--- src/rtl/s2va_defs.svh ---
// Overview of operation
// - polarity bit 1 sets vsync active level
// - polarity bit 0 sets hsync active level
// - 15-bit hsync width in clocks
// - 15-bit vsync width in lines
// - 16-bit active pixels per line
// - 16-bit active lines per frame
// - 16-bit clocks from hsync to active
// - 16-bit lines from vsync to active
// - attribute byte a field layout
// - attribute byte b field layout
// - computed m never written back to register
// - transfer unit size resets to 64
// - size bit 0 ignores writes, stays even
`ifndef S2VA_DEFS_SVH
`define S2VA_DEFS_SVH
// byte offsets of the bank
`define S2VA_OFS_POL   12'h508
`define S2VA_OFS_HSW   12'h50C
`define S2VA_OFS_VSW   12'h510
`define S2VA_OFS_HRES  12'h514
`define S2VA_OFS_VRES  12'h518
`define S2VA_OFS_HST   12'h51C
`define S2VA_OFS_VST   12'h520
`define S2VA_OFS_ATA   12'h524
`define S2VA_OFS_ATB   12'h528
`define S2VA_OFS_M     12'h52C
`define S2VA_OFS_TU    12'h530
`define S2VA_OFS_W     12
// register indices after decode
`define S2VA_IDX_POL   4'h0
`define S2VA_IDX_HSW   4'h1
`define S2VA_IDX_VSW   4'h2
`define S2VA_IDX_HRES  4'h3
`define S2VA_IDX_VRES  4'h4
`define S2VA_IDX_HST   4'h5
`define S2VA_IDX_VST   4'h6
`define S2VA_IDX_ATA   4'h7
`define S2VA_IDX_ATB   4'h8
`define S2VA_IDX_M     4'h9
`define S2VA_IDX_TU    4'hA
// field positions and widths
`define S2VA_VPOL_BIT  1
`define S2VA_HPOL_BIT  0
`define S2VA_SYNC_BIT  0
`define S2VA_SW_W      15
`define S2VA_RES_W     16
`define S2VA_ATA_W     8
`define S2VA_ATB_W     7
`define S2VA_M_W       24
`define S2VA_TU_W      7
// reset value of the transfer unit size
`define S2VA_TU_RST    7'h40
`endif

--- src/rtl/s2va_pkg.sv ---
`include "s2va_defs.svh"
package s2va_pkg;
   // whole register bank plus read data, registered as one word
   typedef struct packed {
      logic                   vpol;   // vsync polarity
      logic                   hpol;   // hsync polarity
      logic [`S2VA_SW_W-1:0]  hsw;    // hsync width
      logic [`S2VA_SW_W-1:0]  vsw;    // vsync width
      logic [`S2VA_RES_W-1:0] hres;   // active pixels
      logic [`S2VA_RES_W-1:0] vres;   // active lines
      logic [`S2VA_RES_W-1:0] hst;    // horizontal start
      logic [`S2VA_RES_W-1:0] vst;    // vertical start
      logic [`S2VA_ATA_W-1:0] ata;    // attribute byte a
      logic [`S2VA_ATB_W-1:0] atb;    // attribute byte b
      logic [`S2VA_M_W-1:0]   m;      // programmed m value
      logic [`S2VA_TU_W-1:0]  tu;     // transfer unit size
      logic [31:0]            rdata;  // read answer
   } s2va_bank_t;
   // state of the m selector
   typedef struct packed {
      logic [`S2VA_M_W-1:0] m;        // m sent to the framer
   } s2va_msel_t;
   // offset to {hit, index}
   function automatic logic [4:0] s2va_decode(
      input logic [`S2VA_OFS_W-1:0] a);
      unique case (a)
         `S2VA_OFS_POL:  s2va_decode = {1'b1, `S2VA_IDX_POL};
         `S2VA_OFS_HSW:  s2va_decode = {1'b1, `S2VA_IDX_HSW};
         `S2VA_OFS_VSW:  s2va_decode = {1'b1, `S2VA_IDX_VSW};
         `S2VA_OFS_HRES: s2va_decode = {1'b1, `S2VA_IDX_HRES};
         `S2VA_OFS_VRES: s2va_decode = {1'b1, `S2VA_IDX_VRES};
         `S2VA_OFS_HST:  s2va_decode = {1'b1, `S2VA_IDX_HST};
         `S2VA_OFS_VST:  s2va_decode = {1'b1, `S2VA_IDX_VST};
         `S2VA_OFS_ATA:  s2va_decode = {1'b1, `S2VA_IDX_ATA};
         `S2VA_OFS_ATB:  s2va_decode = {1'b1, `S2VA_IDX_ATB};
         `S2VA_OFS_M:    s2va_decode = {1'b1, `S2VA_IDX_M};
         `S2VA_OFS_TU:   s2va_decode = {1'b1, `S2VA_IDX_TU};
         default:        s2va_decode = 5'h00;
      endcase
   endfunction
endpackage

--- src/rtl/s2va_acc_if.sv ---
`timescale 1ns/1ps
`default_nettype none
// decoded register access between decoder and bank
interface s2va_acc_if;
   logic        wr;     // write to a mapped register
   logic        rd;     // read of a mapped register
   logic [3:0]  idx;    // register index
   logic [31:0] wdata;  // write data
   modport dec  (output wr, rd, idx, wdata);
   modport bank (input  wr, rd, idx, wdata);
endinterface
`default_nettype wire

--- src/rtl/s2va_bank.sv ---
`timescale 1ns/1ps
`default_nettype none
`include "s2va_defs.svh"
// attribute and timing registers of the second video stream
module s2va_bank
   import s2va_pkg::*;
#(
   parameter int ADDR_W = 12  // register address width
) (
   input  wire logic                   core_clk_in,   // 50 MHz clock
   input  wire logic                   reset_n_in,    // async reset
   input  wire logic [ADDR_W-1:0]      reg_addr_in,   // byte address
   input  wire logic [31:0]            reg_wdata_in,  // write data
   input  wire logic                   reg_wr_in,     // write strobe
   input  wire logic                   reg_rd_in,     // read strobe
   output logic      [31:0]            reg_rdata_out, // read data
   input  wire logic [`S2VA_M_W-1:0]   m_calc_in,     // computed m
   output logic                        vsync_pol_out, // vsync level
   output logic                        hsync_pol_out, // hsync level
   output logic      [`S2VA_SW_W-1:0]  hsync_width_out,  // clocks
   output logic      [`S2VA_SW_W-1:0]  vsync_width_out,  // lines
   output logic      [`S2VA_RES_W-1:0] active_width_out, // pixels
   output logic      [`S2VA_RES_W-1:0] active_height_out, // lines
   output logic      [`S2VA_RES_W-1:0] h_offset_out,  // start clocks
   output logic      [`S2VA_RES_W-1:0] v_offset_out,  // start lines
   output logic      [`S2VA_ATA_W-1:0] attr_byte_a_out, // byte a
   output logic      [`S2VA_ATA_W-1:0] attr_byte_b_out, // byte b
   output logic      [`S2VA_M_W-1:0]   clock_ratio_m_out, // m reg
   output logic      [`S2VA_M_W-1:0]   m_link_out,    // m in use
   output logic      [`S2VA_TU_W-1:0]  tu_size_out    // unit size
);
   // the decoder compares the full bank offset, so it needs 12 bits
   if (ADDR_W < `S2VA_OFS_W) begin : g_addr_w_chk
      $error("s2va_bank: ADDR_W too small for the bank");
   end

   localparam s2va_bank_t ST_RST = '{
      tu:      `S2VA_TU_RST,
      default: '0
   };

   s2va_bank_t st_ff;   // whole bank
   s2va_bank_t nxt_st;  // next bank
   s2va_acc_if acc ();  // decoded access

   // address decode, strobes gated by a hit
   s2va_addr_dec #(
      .ADDR_W   (ADDR_W)
   ) u_dec (
      .addr_in  (reg_addr_in),
      .wr_in    (reg_wr_in),
      .rd_in    (reg_rd_in),
      .wdata_in (reg_wdata_in),
      .acc      (acc)
   );

   // read word of one register, undefined bits forced low
   function automatic logic [31:0] rd_word(input s2va_bank_t s,
                                           input logic [3:0] i);
      unique case (i)
         `S2VA_IDX_POL:  rd_word = 32'({s.vpol, s.hpol});
         `S2VA_IDX_HSW:  rd_word = 32'(s.hsw);
         `S2VA_IDX_VSW:  rd_word = 32'(s.vsw);
         `S2VA_IDX_HRES: rd_word = 32'(s.hres);
         `S2VA_IDX_VRES: rd_word = 32'(s.vres);
         `S2VA_IDX_HST:  rd_word = 32'(s.hst);
         `S2VA_IDX_VST:  rd_word = 32'(s.vst);
         `S2VA_IDX_ATA:  rd_word = 32'(s.ata);
         `S2VA_IDX_ATB:  rd_word = 32'(s.atb);
         `S2VA_IDX_M:    rd_word = 32'(s.m);
         `S2VA_IDX_TU:   rd_word = 32'(s.tu);
         default:        rd_word = 32'h0000_0000;
      endcase
   endfunction

   // next state: writes land in the field, reads load the answer
   always_comb begin
      nxt_st       = st_ff;
      nxt_st.rdata = 32'h0000_0000; // answer stands one cycle only
      if (acc.wr) begin
         unique case (acc.idx)
            `S2VA_IDX_POL: begin
               nxt_st.vpol = acc.wdata[`S2VA_VPOL_BIT];
               nxt_st.hpol = acc.wdata[`S2VA_HPOL_BIT];
            end
            `S2VA_IDX_HSW: begin
               nxt_st.hsw = acc.wdata[`S2VA_SW_W-1:0];
            end
            `S2VA_IDX_VSW: begin
               nxt_st.vsw = acc.wdata[`S2VA_SW_W-1:0];
            end
            `S2VA_IDX_HRES: begin
               nxt_st.hres = acc.wdata[`S2VA_RES_W-1:0];
            end
            `S2VA_IDX_VRES: begin
               nxt_st.vres = acc.wdata[`S2VA_RES_W-1:0];
            end
            `S2VA_IDX_HST: begin
               nxt_st.hst = acc.wdata[`S2VA_RES_W-1:0];
            end
            `S2VA_IDX_VST: begin
               nxt_st.vst = acc.wdata[`S2VA_RES_W-1:0];
            end
            `S2VA_IDX_ATA: begin
               nxt_st.ata = acc.wdata[`S2VA_ATA_W-1:0];
            end
            `S2VA_IDX_ATB: begin
               // bit 7 is not a field, so it is dropped here
               nxt_st.atb = acc.wdata[`S2VA_ATB_W-1:0];
            end
            `S2VA_IDX_M: begin
               // only software fills this; hardware m goes elsewhere
               nxt_st.m = acc.wdata[`S2VA_M_W-1:0];
            end
            `S2VA_IDX_TU: begin
               // low bit pinned to zero keeps the size even
               nxt_st.tu = {acc.wdata[`S2VA_TU_W-1:1], 1'b0};
            end
            default: begin
               // indices above the bank never carry a strobe
            end
         endcase
      end
      if (acc.rd) begin
         nxt_st.rdata = rd_word(st_ff, acc.idx);
      end
   end

   // bank register
   always_ff @(posedge core_clk_in or negedge reset_n_in) begin
      if (!reset_n_in) begin
         st_ff <= ST_RST;
      end else begin
         st_ff <= nxt_st;
      end
   end

   // m for the stream: programmed in sync mode, else computed
   s2va_mval_sel u_msel (
      .clk_in     (core_clk_in),
      .rst_n_in   (reset_n_in),
      .sync_in    (st_ff.ata[`S2VA_SYNC_BIT]),
      .m_reg_in   (st_ff.m),
      .m_calc_in  (m_calc_in),
      .m_link_out (m_link_out)
   );

   // all settings go straight from flip-flops to the framer
   assign reg_rdata_out     = st_ff.rdata;
   assign vsync_pol_out     = st_ff.vpol;
   assign hsync_pol_out     = st_ff.hpol;
   assign hsync_width_out   = st_ff.hsw;
   assign vsync_width_out   = st_ff.vsw;
   assign active_width_out  = st_ff.hres;
   assign active_height_out = st_ff.vres;
   assign h_offset_out      = st_ff.hst;
   assign v_offset_out      = st_ff.vst;
   assign attr_byte_a_out   = st_ff.ata;
   assign attr_byte_b_out   = {1'b0, st_ff.atb};
   assign clock_ratio_m_out = st_ff.m;
   assign tu_size_out       = st_ff.tu;

   // helper: write to a given offset this cycle
   function automatic logic wr_at(input logic [`S2VA_OFS_W-1:0] o);
      return reg_wr_in && (reg_addr_in == ADDR_W'(o));
   endfunction

   // helper: read from a given offset this cycle
   function automatic logic rd_at(input logic [`S2VA_OFS_W-1:0] o);
      return reg_rd_in && (reg_addr_in == ADDR_W'(o));
   endfunction
endmodule
`default_nettype wire

--- src/rtl/s2va_addr_dec.sv ---
`timescale 1ns/1ps
`default_nettype none
`include "s2va_defs.svh"
module s2va_addr_dec
   import s2va_pkg::*;
#(
   parameter int ADDR_W = 12
) (
   input  wire logic [ADDR_W-1:0] addr_in,   // byte address
   input  wire logic              wr_in,     // write strobe
   input  wire logic              rd_in,     // read strobe
   input  wire logic [31:0]       wdata_in,  // write data
   s2va_acc_if.dec                acc        // decoded access
);
   logic [4:0] dec_w;   // {hit, index}
   logic       upper_w; // address bits above the bank are zero

   // unmapped addresses give no strobe, so reads of them answer zero
   always_comb begin
      upper_w   = ((addr_in >> `S2VA_OFS_W) == '0);
      dec_w     = s2va_decode(addr_in[`S2VA_OFS_W-1:0]);
      acc.wr    = wr_in && upper_w && dec_w[4];
      acc.rd    = rd_in && upper_w && dec_w[4];
      acc.idx   = dec_w[3:0];
      acc.wdata = wdata_in;
   end
endmodule
`default_nettype wire

--- src/rtl/s2va_mval_sel.sv ---
`timescale 1ns/1ps
`default_nettype none
`include "s2va_defs.svh"
module s2va_mval_sel
   import s2va_pkg::*;
(
   input  wire logic                 clk_in,     // core clock
   input  wire logic                 rst_n_in,   // async reset
   input  wire logic                 sync_in,    // synchronous clocking
   input  wire logic [`S2VA_M_W-1:0] m_reg_in,   // programmed m
   input  wire logic [`S2VA_M_W-1:0] m_calc_in,  // computed m
   output logic      [`S2VA_M_W-1:0] m_link_out  // m for the stream
);
   s2va_msel_t st_ff;   // selector state
   s2va_msel_t nxt_st;  // next state

   // only this path sees the computed value, never the register
   always_comb begin
      nxt_st   = st_ff;
      nxt_st.m = sync_in ? m_reg_in : m_calc_in;
   end

   // registered so the framer sees a glitch-free word
   always_ff @(posedge clk_in or negedge rst_n_in) begin
      if (!rst_n_in) begin
         st_ff <= '0;
      end else begin
         st_ff <= nxt_st;
      end
   end

   assign m_link_out = st_ff.m;
endmodule
`default_nettype wire

--- config.mk ---
export PLATFORM = sky130hd
export DESIGN_NAME = s2va_bank
export DESIGN_NICKNAME = d
export VERILOG_FILES = /design/src/rtl/s2va_pkg.sv /design/src/rtl/s2va_acc_if.sv /design/src/rtl/s2va_bank.sv /design/src/rtl/s2va_addr_dec.sv /design/src/rtl/s2va_mval_sel.sv
export VERILOG_INCLUDE_DIRS = /design/src /design/src/rtl
export SDC_FILE = /design/constraint.sdc
export NUM_CORES = 1
export LEC_CHECK = 0
export BUFFER_PORTS_ARGS = -buffer_cell sky130_fd_sc_hd__buf_2
export CORE_MARGIN = 4
export CORE_UTILIZATION = 25
export DETAILED_ROUTE_END_ITERATION = 8
export HOLD_SLACK_MARGIN = 0.06
export SKIP_CTS_REPAIR_TIMING = 1
export SYNTH_ARGS = -nofsm -noshare
export SYNTH_HDL_FRONTEND = slang
export SYNTH_SLANG_ARGS = --single-unit
--- constraint.sdc ---
create_clock -name core_clk_in -period 4.1 [get_ports core_clk_in]
set_clock_uncertainty 0.15 [all_clocks]
set_input_delay 0.41 -clock core_clk_in [delete_from_list [all_inputs] [get_ports core_clk_in]]
set_output_delay 0.41 -clock core_clk_in [all_outputs]
set_load 0.03 [all_outputs]
==> results.sh, run 1 <==
export IMPL_p_int_w=0.00284
export IMPL_p_comb_frac=0.068
export IMPL_swShare=0.256
export IMPL_rsz0062_at_grt="no"
export IMPL_arrival_ns=2.86
export IMPL_yosysSeqAreaShare=0.567
export IMPL_clkTransAtPathRegs_ns=0.07
export IMPL_fin_cells=1338
export IMPL_insertion_delay_ns=0.44
export IMPL_critical_path_max_stage_delay_ns=0.70
export IMPL_syn_area_sq_um=8340
export IMPL_root_buffer="clkbuf_16"
export IMPL_cts_buffer_depth=2
export IMPL_final_util=0.336
export IMPL_path_class="input pin to flop"
export IMPL_synth_ff_type="dfrtp_1"
export IMPL_cts_buffers=17
export IMPL_synth_avg_cell_area_sq_um=13.9
export IMPL_yosys_warnings=0
export IMPL_fillers=3299
export IMPL_critPathTopFamily="simple AND/OR/NAND/NOR gates"
export IMPL_drt_pass1_iterations=4
export IMPL_ys_ff_latch=189
export IMPL_p_total_w=0.00382
export IMPL_antenna_found_initial=1
export IMPL_end_kind="flop"
export IMPL_wirelength_um=29200
export IMPL_synth_edff_count=0
export IMPL_drcViolationCount=0
export IMPL_seqPwrFrac=0.493
export IMPL_p_leak_nw=5.74
export IMPL_p_switching_w=0.000981
export IMPL_p_per_area_nw_per_um2=348
export IMPL_io_pins=271
export IMPL_dp_cells=1273
export IMPL_cp_startpoint="reg_addr_in[3]"
export IMPL_synth_area_leaders="dfrtp_1 (56%), mux2_2 (23%), mux2i_1 (2.2%), a22oi_1 (1.6%), buf_4 (1.4%)"
export IMPL_maxSlewViolCount=0
export IMPL_yosys_area_top_type_share=0.564
export IMPL_postRouteAntennaNets=0
export IMPL_use_met2=0.254
export IMPL_tightest_slew_ns=1.05
export IMPL_grt_usage=0.157
export IMPL_synth_top_cell_by_area="dfrtp_1"
export IMPL_post_drt_wl_per_cell_um=21.8
export IMPL_num_rows=66
export IMPL_slew_headroom=0.297
export IMPL_drive_gt1_frac=0.559
export IMPL_fp_coreArea_sq_um=32700
export IMPL_regArea_sq_um=4730
export IMPL_hold_path_class="input pin to flop"
export IMPL_die_height_um=191
export IMPL_fp_dieW_um=191
export IMPL_crit_path_max_fanout=18
export IMPL_placed_cell_area_sq_um=10100
export IMPL_grt_ovfl_total=0
export IMPL_ir_drop_mv=0.256
export IMPL_grt_max_degree=93
export IMPL_htree_levels=4
export IMPL_top_usage_layer="met2"
export IMPL_drt_iter0_markers=368
export IMPL_synth_cells=598
export IMPL_setup_violations=0
export IMPL_layout_min_cycle_time_ns=2.69
export IMPL_timing_hold_worst_start="m_calc_in[9]"
export IMPL_grt_use_met3=0.0419
export IMPL_fin_nets=954
export IMPL_required_ns=4.28
export IMPL_gp_congestion=0.794
export IMPL_synth_common_cells="dfrtp_1 (188), mux2_2 (172), a21oi_1 (20)"
export IMPL_vias=6115
export IMPL_period_share=0.656
export IMPL_startpoint_type="input pin"
export IMPL_synthArstFlopShare=1.00
export IMPL_yosysUniqueCellTypes=53
export IMPL_crit_slowest_cell="nor2b_1"
export IMPL_start_util=0.255
export IMPL_dpl_hpwl_um=21600
export IMPL_clock_power_share=0.439
export IMPL_path_buf_inv=2
export IMPL_status="finished clean"
export IMPL_grt_pass1_wl_um=41500
export IMPL_vias_per_cell=4.57
export IMPL_met1_usage=0.208
export IMPL_cap_violations=0
export IMPL_fmaxAchievable_mhz=372
export IMPL_cts_sinks=189
export IMPL_grt_pass1_vias=6113
export IMPL_multiInputGateArea_sq_um=3330
export IMPL_crit_chain="buf_2 -> nor2b_1 -> nand2_1 -> nor3_4 -> buf_4 -> mux2_2"
export IMPL_tns_ns=0
export IMPL_worstReg2RegStart="attr_byte_a_out[0]"
export IMPL_finalHoldViolCount=0
export IMPL_syn_to_final_growth_pct=31.7
export IMPL_yosysMostFrequentCell="dfrtp_1"
export IMPL_port_buffer_count=252
export IMPL_design_area_sq_um=11000
export IMPL_cts_tree="built"
export IMPL_die_area_sq_um=36300
==> power by group through the flow <==
| stage | Combinational, W | Sequential [W] | Clock, W |
|---|---|---|---|
| after floorplan | 0.0000855 | 0.00196 | 0 |
| after global placement | 0.000237 | 0.00192 | 0 |
| after detailed placement | 0.000239 | 0.00192 | 0 |
| after CTS | 0.000239 | 0.00188 | 0.00172 |
| after global routing | 0.000281 | 0.00189 | 0.00181 |
| final | 0.000259 | 0.00189 | 0.00168 |
==> registers in the layout, summed over array words and instances (netlist names), 16 cells and up <==
signal and cells:
clock_ratio_m_out 24, reg_rdata_out 24, u_msel.m_link_out 24, active_height_out 16
active_width_out 16, h_offset_out 16, v_offset_out 16
==> placed cells by master (no fill, tap or decap), types with 2 or more instances in the layout <==
cell,synthesis,layout
a211oi_1,2,2
a21oi_1,20,20
a22o_1,12,12
a22oi_1,18,18
and3_1,11,11
buf_2,9,251
buf_4,15,23
clkbuf_16,0,17
clkbuf_8,0,2
clkinv_4,0,2
conb_1,1,10
dfrtp_1,188,187
dlygate4sd3_1,0,32
inv_6,0,6
inv_8,0,2
mux2_2,172,172
mux2i_1,18,18
mux4_2,2,2
nand2_1,14,14
nand2_2,2,2
nand3_1,10,10
nor2_1,10,10
nor2b_1,4,4
nor3_1,7,7
nor3_4,5,5
nor4_4,2,2
o21ai_0,11,11
o22ai_1,3,3
o2bb2ai_1,4,4
o31ai_1,5,5
==> metal layers <==
layer | share of wire | routed length [um]
met5 | 0 | 0
met4 | 0.021 | 610
met3 | 0.056 | 1650
met2 | 0.48 | 13900
met1 | 0.45 | 13000
==> final cells by class <==
cell class	instances	area share
Antenna cell	1	0.000228
Tap cell	442	0.0504
Timing Repair Buffer	307	0.161
Clock buffer	18	0.0400
Clock inverter	14	0.0138
Sequential cell	189	0.431
Multi-Input combinational cell	366	0.304
Inverter	1	0.000342
==> worst paths after layout <==
kind | to | slack, ns | cells past startpoint
max | active_height_out[10] | 1.41 | 6
min | u_msel.m_link_out[9] | 0.08 | 2
max reg2reg | reg_rdata_out[0] | 2.18 | 4
min reg2reg | vsync_width_out[9] | 0.38 | 1
max in group asynchronous | reg_rdata_out[10] | 2.34 | 3
min in group asynchronous | reg_rdata_out[0] | 0.41 | 2
==> metrics by stage <==
step                setup WS [ns]  hold WS [ns]
floorplan                    1.73       -0.0356
global placement            0.966         0.358
detailed placement          0.931         0.365
CTS                          1.41       -0.0993
global route                 1.29        0.0677
finish                       1.41        0.0822
==> logic make-up after synthesis <==
logic type | Yosys count | share of synthesized area
multiplexers | 193 | 0.261
flip-flops | 189 | 0.567
AND/OR/NAND/NOR | 82 | 0.0677
AO/OA/AOI/OAI | 81 | 0.0669
buffers and inverters | 52 | 0.0369
other | 1 | 0.000450
Power figures use the tool's default switching activity.
==> inputs of run 2 (changes only) <==
--- a/config.mk
+++ b/config.mk
@@ -6,6 +6,7 @@
 export SDC_FILE = /design/constraint.sdc
 export NUM_CORES = 1
 export LEC_CHECK = 0
+export ABC_AREA = 1
 export BUFFER_PORTS_ARGS = -buffer_cell sky130_fd_sc_hd__buf_2
 export CORE_MARGIN = 4
 export CORE_UTILIZATION = 25
==> constraint.sdc (replaced) <==
create_clock -name core_clk_in -period 2.65 [get_ports core_clk_in]
set_clock_uncertainty 0.15 [all_clocks]
set_input_delay 0.265 -clock core_clk_in [delete_from_list [all_inputs] [get_ports core_clk_in]]
set_output_delay 0.265 -clock core_clk_in [all_outputs]
set_load 0.03 [all_outputs]
==> run 2 against run 1 <==
Effect of this change:
- critical path depth grew 7
- via count increased by 28%
- highest routed layer is now met5
- wire length is 8.8% higher
- combinational power rose by 9.3%
- largest power group unchanged
- clock-buffer cell count up 1
- synthesized area rose by 3.0%
- worst setup slack worse by 0.93 ns
- utilization is 0.54 points higher
==> results.sh, run 2 <==
export IMPL_maxSlewViolCount=0
export IMPL_ir_drop_mv=0.275
export IMPL_die_area_sq_um=37400
export IMPL_holdWs_ns=0.0688
export IMPL_yosysSeqAreaShare=0.551
export IMPL_final_common_cell="nand2_1"
export IMPL_fp_coreArea_sq_um=33700
export IMPL_fin_cells=1767
export IMPL_insertion_delay_ns=0.45
export IMPL_htree_levels=4
export IMPL_fillers=3506
export IMPL_tns_ns=0
export IMPL_synth_edff_count=0
export IMPL_fin_nets=1377
export IMPL_path_class="input pin to flop"
export IMPL_grt_pass1_wl_um=47900
export IMPL_root_buffer="clkbuf_16"
export IMPL_hold_depth=3
export IMPL_drt_pass1_iterations=5
export IMPL_p_leak_nw=5.89
export IMPL_path_common_cell="nand2_1"
export IMPL_gp_congestion=0.901
export IMPL_finalHoldViolCount=0
export IMPL_synth_cells=1002
export IMPL_synthArstFlopShare=1.00
export IMPL_tightest_slew_ns=0.509
export IMPL_fmaxAchievable_mhz=461
export IMPL_yosys_warnings=0
export IMPL_num_rows=67
export IMPL_post_drt_wl_per_cell_um=18.0
export IMPL_io_pins=271
export IMPL_crit_path_max_fanout=27
export IMPL_port_buffer_count=252
export IMPL_yosys_area_top_type_share=0.548
export IMPL_final_util=0.341
export IMPL_end_kind="flop"
export IMPL_synth_top_cell_by_area="dfrtp_1"
export IMPL_arrival_ns=2.37
export IMPL_dp_cells=1686
export IMPL_critical_path_max_stage_delay_ns=0.38
export IMPL_rsz0062_at_grt="no"
export IMPL_period_share=0.818
export IMPL_slew_headroom=0.660
export IMPL_startpoint_type="input pin"
export IMPL_die_height_um=193
export IMPL_cts_sinks=189
export IMPL_required_ns=2.85
export IMPL_cts_buffer_depth=2
export IMPL_synth_area_leaders="dfrtp_1 (55%), nand2_1 (12%), inv_1 (6.0%), o21ai_1 (5.0%), o21ai_0 (4.4%)"
export IMPL_drive_gt1_frac=0.277
export IMPL_crit_slowest_cell="nor2_8"
export IMPL_final_cell_mix="nand2_1 (267), buf_2 (251), dfrtp_1 (188)"
export IMPL_r2r_cells=4
export IMPL_dpl_hpwl_um=24000
export IMPL_drt_iter0_markers=519
export IMPL_synth_common_cells="nand2_1 (267), dfrtp_1 (188), inv_1 (138)"
export IMPL_vias_per_cell=4.42
export IMPL_fp_dieW_um=193
export IMPL_syn_area_sq_um=8590
export IMPL_yosysUniqueCellTypes=35
export IMPL_vias=7803
export IMPL_start_util=0.255
export IMPL_syn_to_final_growth_pct=33.8
export IMPL_ys_ff_latch=189
export IMPL_clkTransAtPathRegs_ns=0.08
export IMPL_postRouteAntennaNets=0
export IMPL_synth_avg_cell_area_sq_um=8.57
export IMPL_cap_violations=0
export IMPL_synth_ff_type="dfrtp_1"
export IMPL_p_per_area_nw_per_um2=509
export IMPL_setup_violations=0
export IMPL_antenna_found_initial=4
export IMPL_yosysMostFrequentCell="nand2_1"
export IMPL_layout_min_cycle_time_ns=2.17
export IMPL_cts_tree="built"
export IMPL_hold_path_class="input pin to flop"
export IMPL_crit_chain="buf_2 -> nor2_1 -> nand3_1 -> nor2_1 -> nand2_1 -> nand2_1 -> inv_1 -> nand3_2 -> nand2_2 -> buf_4 -> nor2_8 -> nand2_1 -> o21ai_1"
export IMPL_grt_ovfl_total=0
export IMPL_grt_pass1_vias=7722
export IMPL_grt_usage=0.165
export IMPL_grt_max_degree=57
export IMPL_wirelength_um=31700
export IMPL_status="finished clean"
export IMPL_drcViolationCount=0
export IMPL_cts_buffers=17
run 2: changes by cell type after synthesis, moves of 16 or more:
cell	previous run	this run
a22oi_1	18	0
inv_1	1	138
mux2_2	172	0
mux2i_1	18	0
nand2_1	14	267
nand3_1	10	26
nor2_1	10	41
o21ai_0	11	75
o21ai_1	0	86
o22ai_1	3	34
run 2: final cells by class:
type | instances | area, sq um | area share
diodes | 1 | 2.50 | 0.000218
clock buffers | 19 | 453 | 0.0394
clock inverters | 13 | 151 | 0.0132
inverters | 145 | 544 | 0.0473
multi-input cells | 620 | 3010 | 0.262
flip-flops and latches | 189 | 4730 | 0.412
well taps | 448 | 561 | 0.0488
repair buffers | 332 | 2040 | 0.178
run 2: kinds of logic (layout without fill, tap and decap cells):
logic type	count (synthesis)	count (layout)	synth area share
AND/OR/NAND/NOR	389	389	0.205
AO/OA/AOI/OAI	221	221	0.141
flip-flops	189	189	0.551
other	1	11	0.000436
buffers and inverters	202	509	0.103
run 2: routing by layer:
metal  track usage  vias to the layer above  wire length (um)
li1              -                     3784                 -
met5             0                        -                45
met2         0.256                      283             14500
met3        0.0722                       38              3140
met4        0.0561                        6               718
met1         0.208                     3692             13400
run 2: per-stage QoR:
step	total power [W]	setup slack [ns]	cell area, sq um
after global placement	0.00317	0.163	10400
after global routing	0.00605	0.350	11500
after CTS	0.00586	0.574	11000
after floorplan	0.00302	0.702	8630
after detailed placement	0.00317	0.111	10400
final	0.00585	0.483	11500
run 2: worst max-delay path, delay by kind of cell:
family,cells,cell delay (ns)
and+or+nand+nor,9,1.53
AOI/OAI and AO/OA,1,0.11
buffers and inverters,3,0.45
run 2: path summary, 6_finish.rpt:
check,startpoint,end,slack [ns]
worst max-delay path,reg_addr_in[9],h_offset_out[0],0.48
worst min-delay path,reg_wdata_in[2],vsync_width_out[2],0.07
worst max register to register,tu_size_out[6],reg_rdata_out[6],1.23
worst min register to register,tu_size_out[6],tu_size_out[6],0.36
max in group asynchronous,reset_n_in,tu_size_out[6],1.40
min in group asynchronous,reset_n_in,hsync_width_out[4],0.21
run 2: power by group:
group / internal [W] / switching [W]
Sequential: 0.00288 / 0.00000113
Combinational: 0.000100 / 0.000183
Clock: 0.00147 / 0.00121
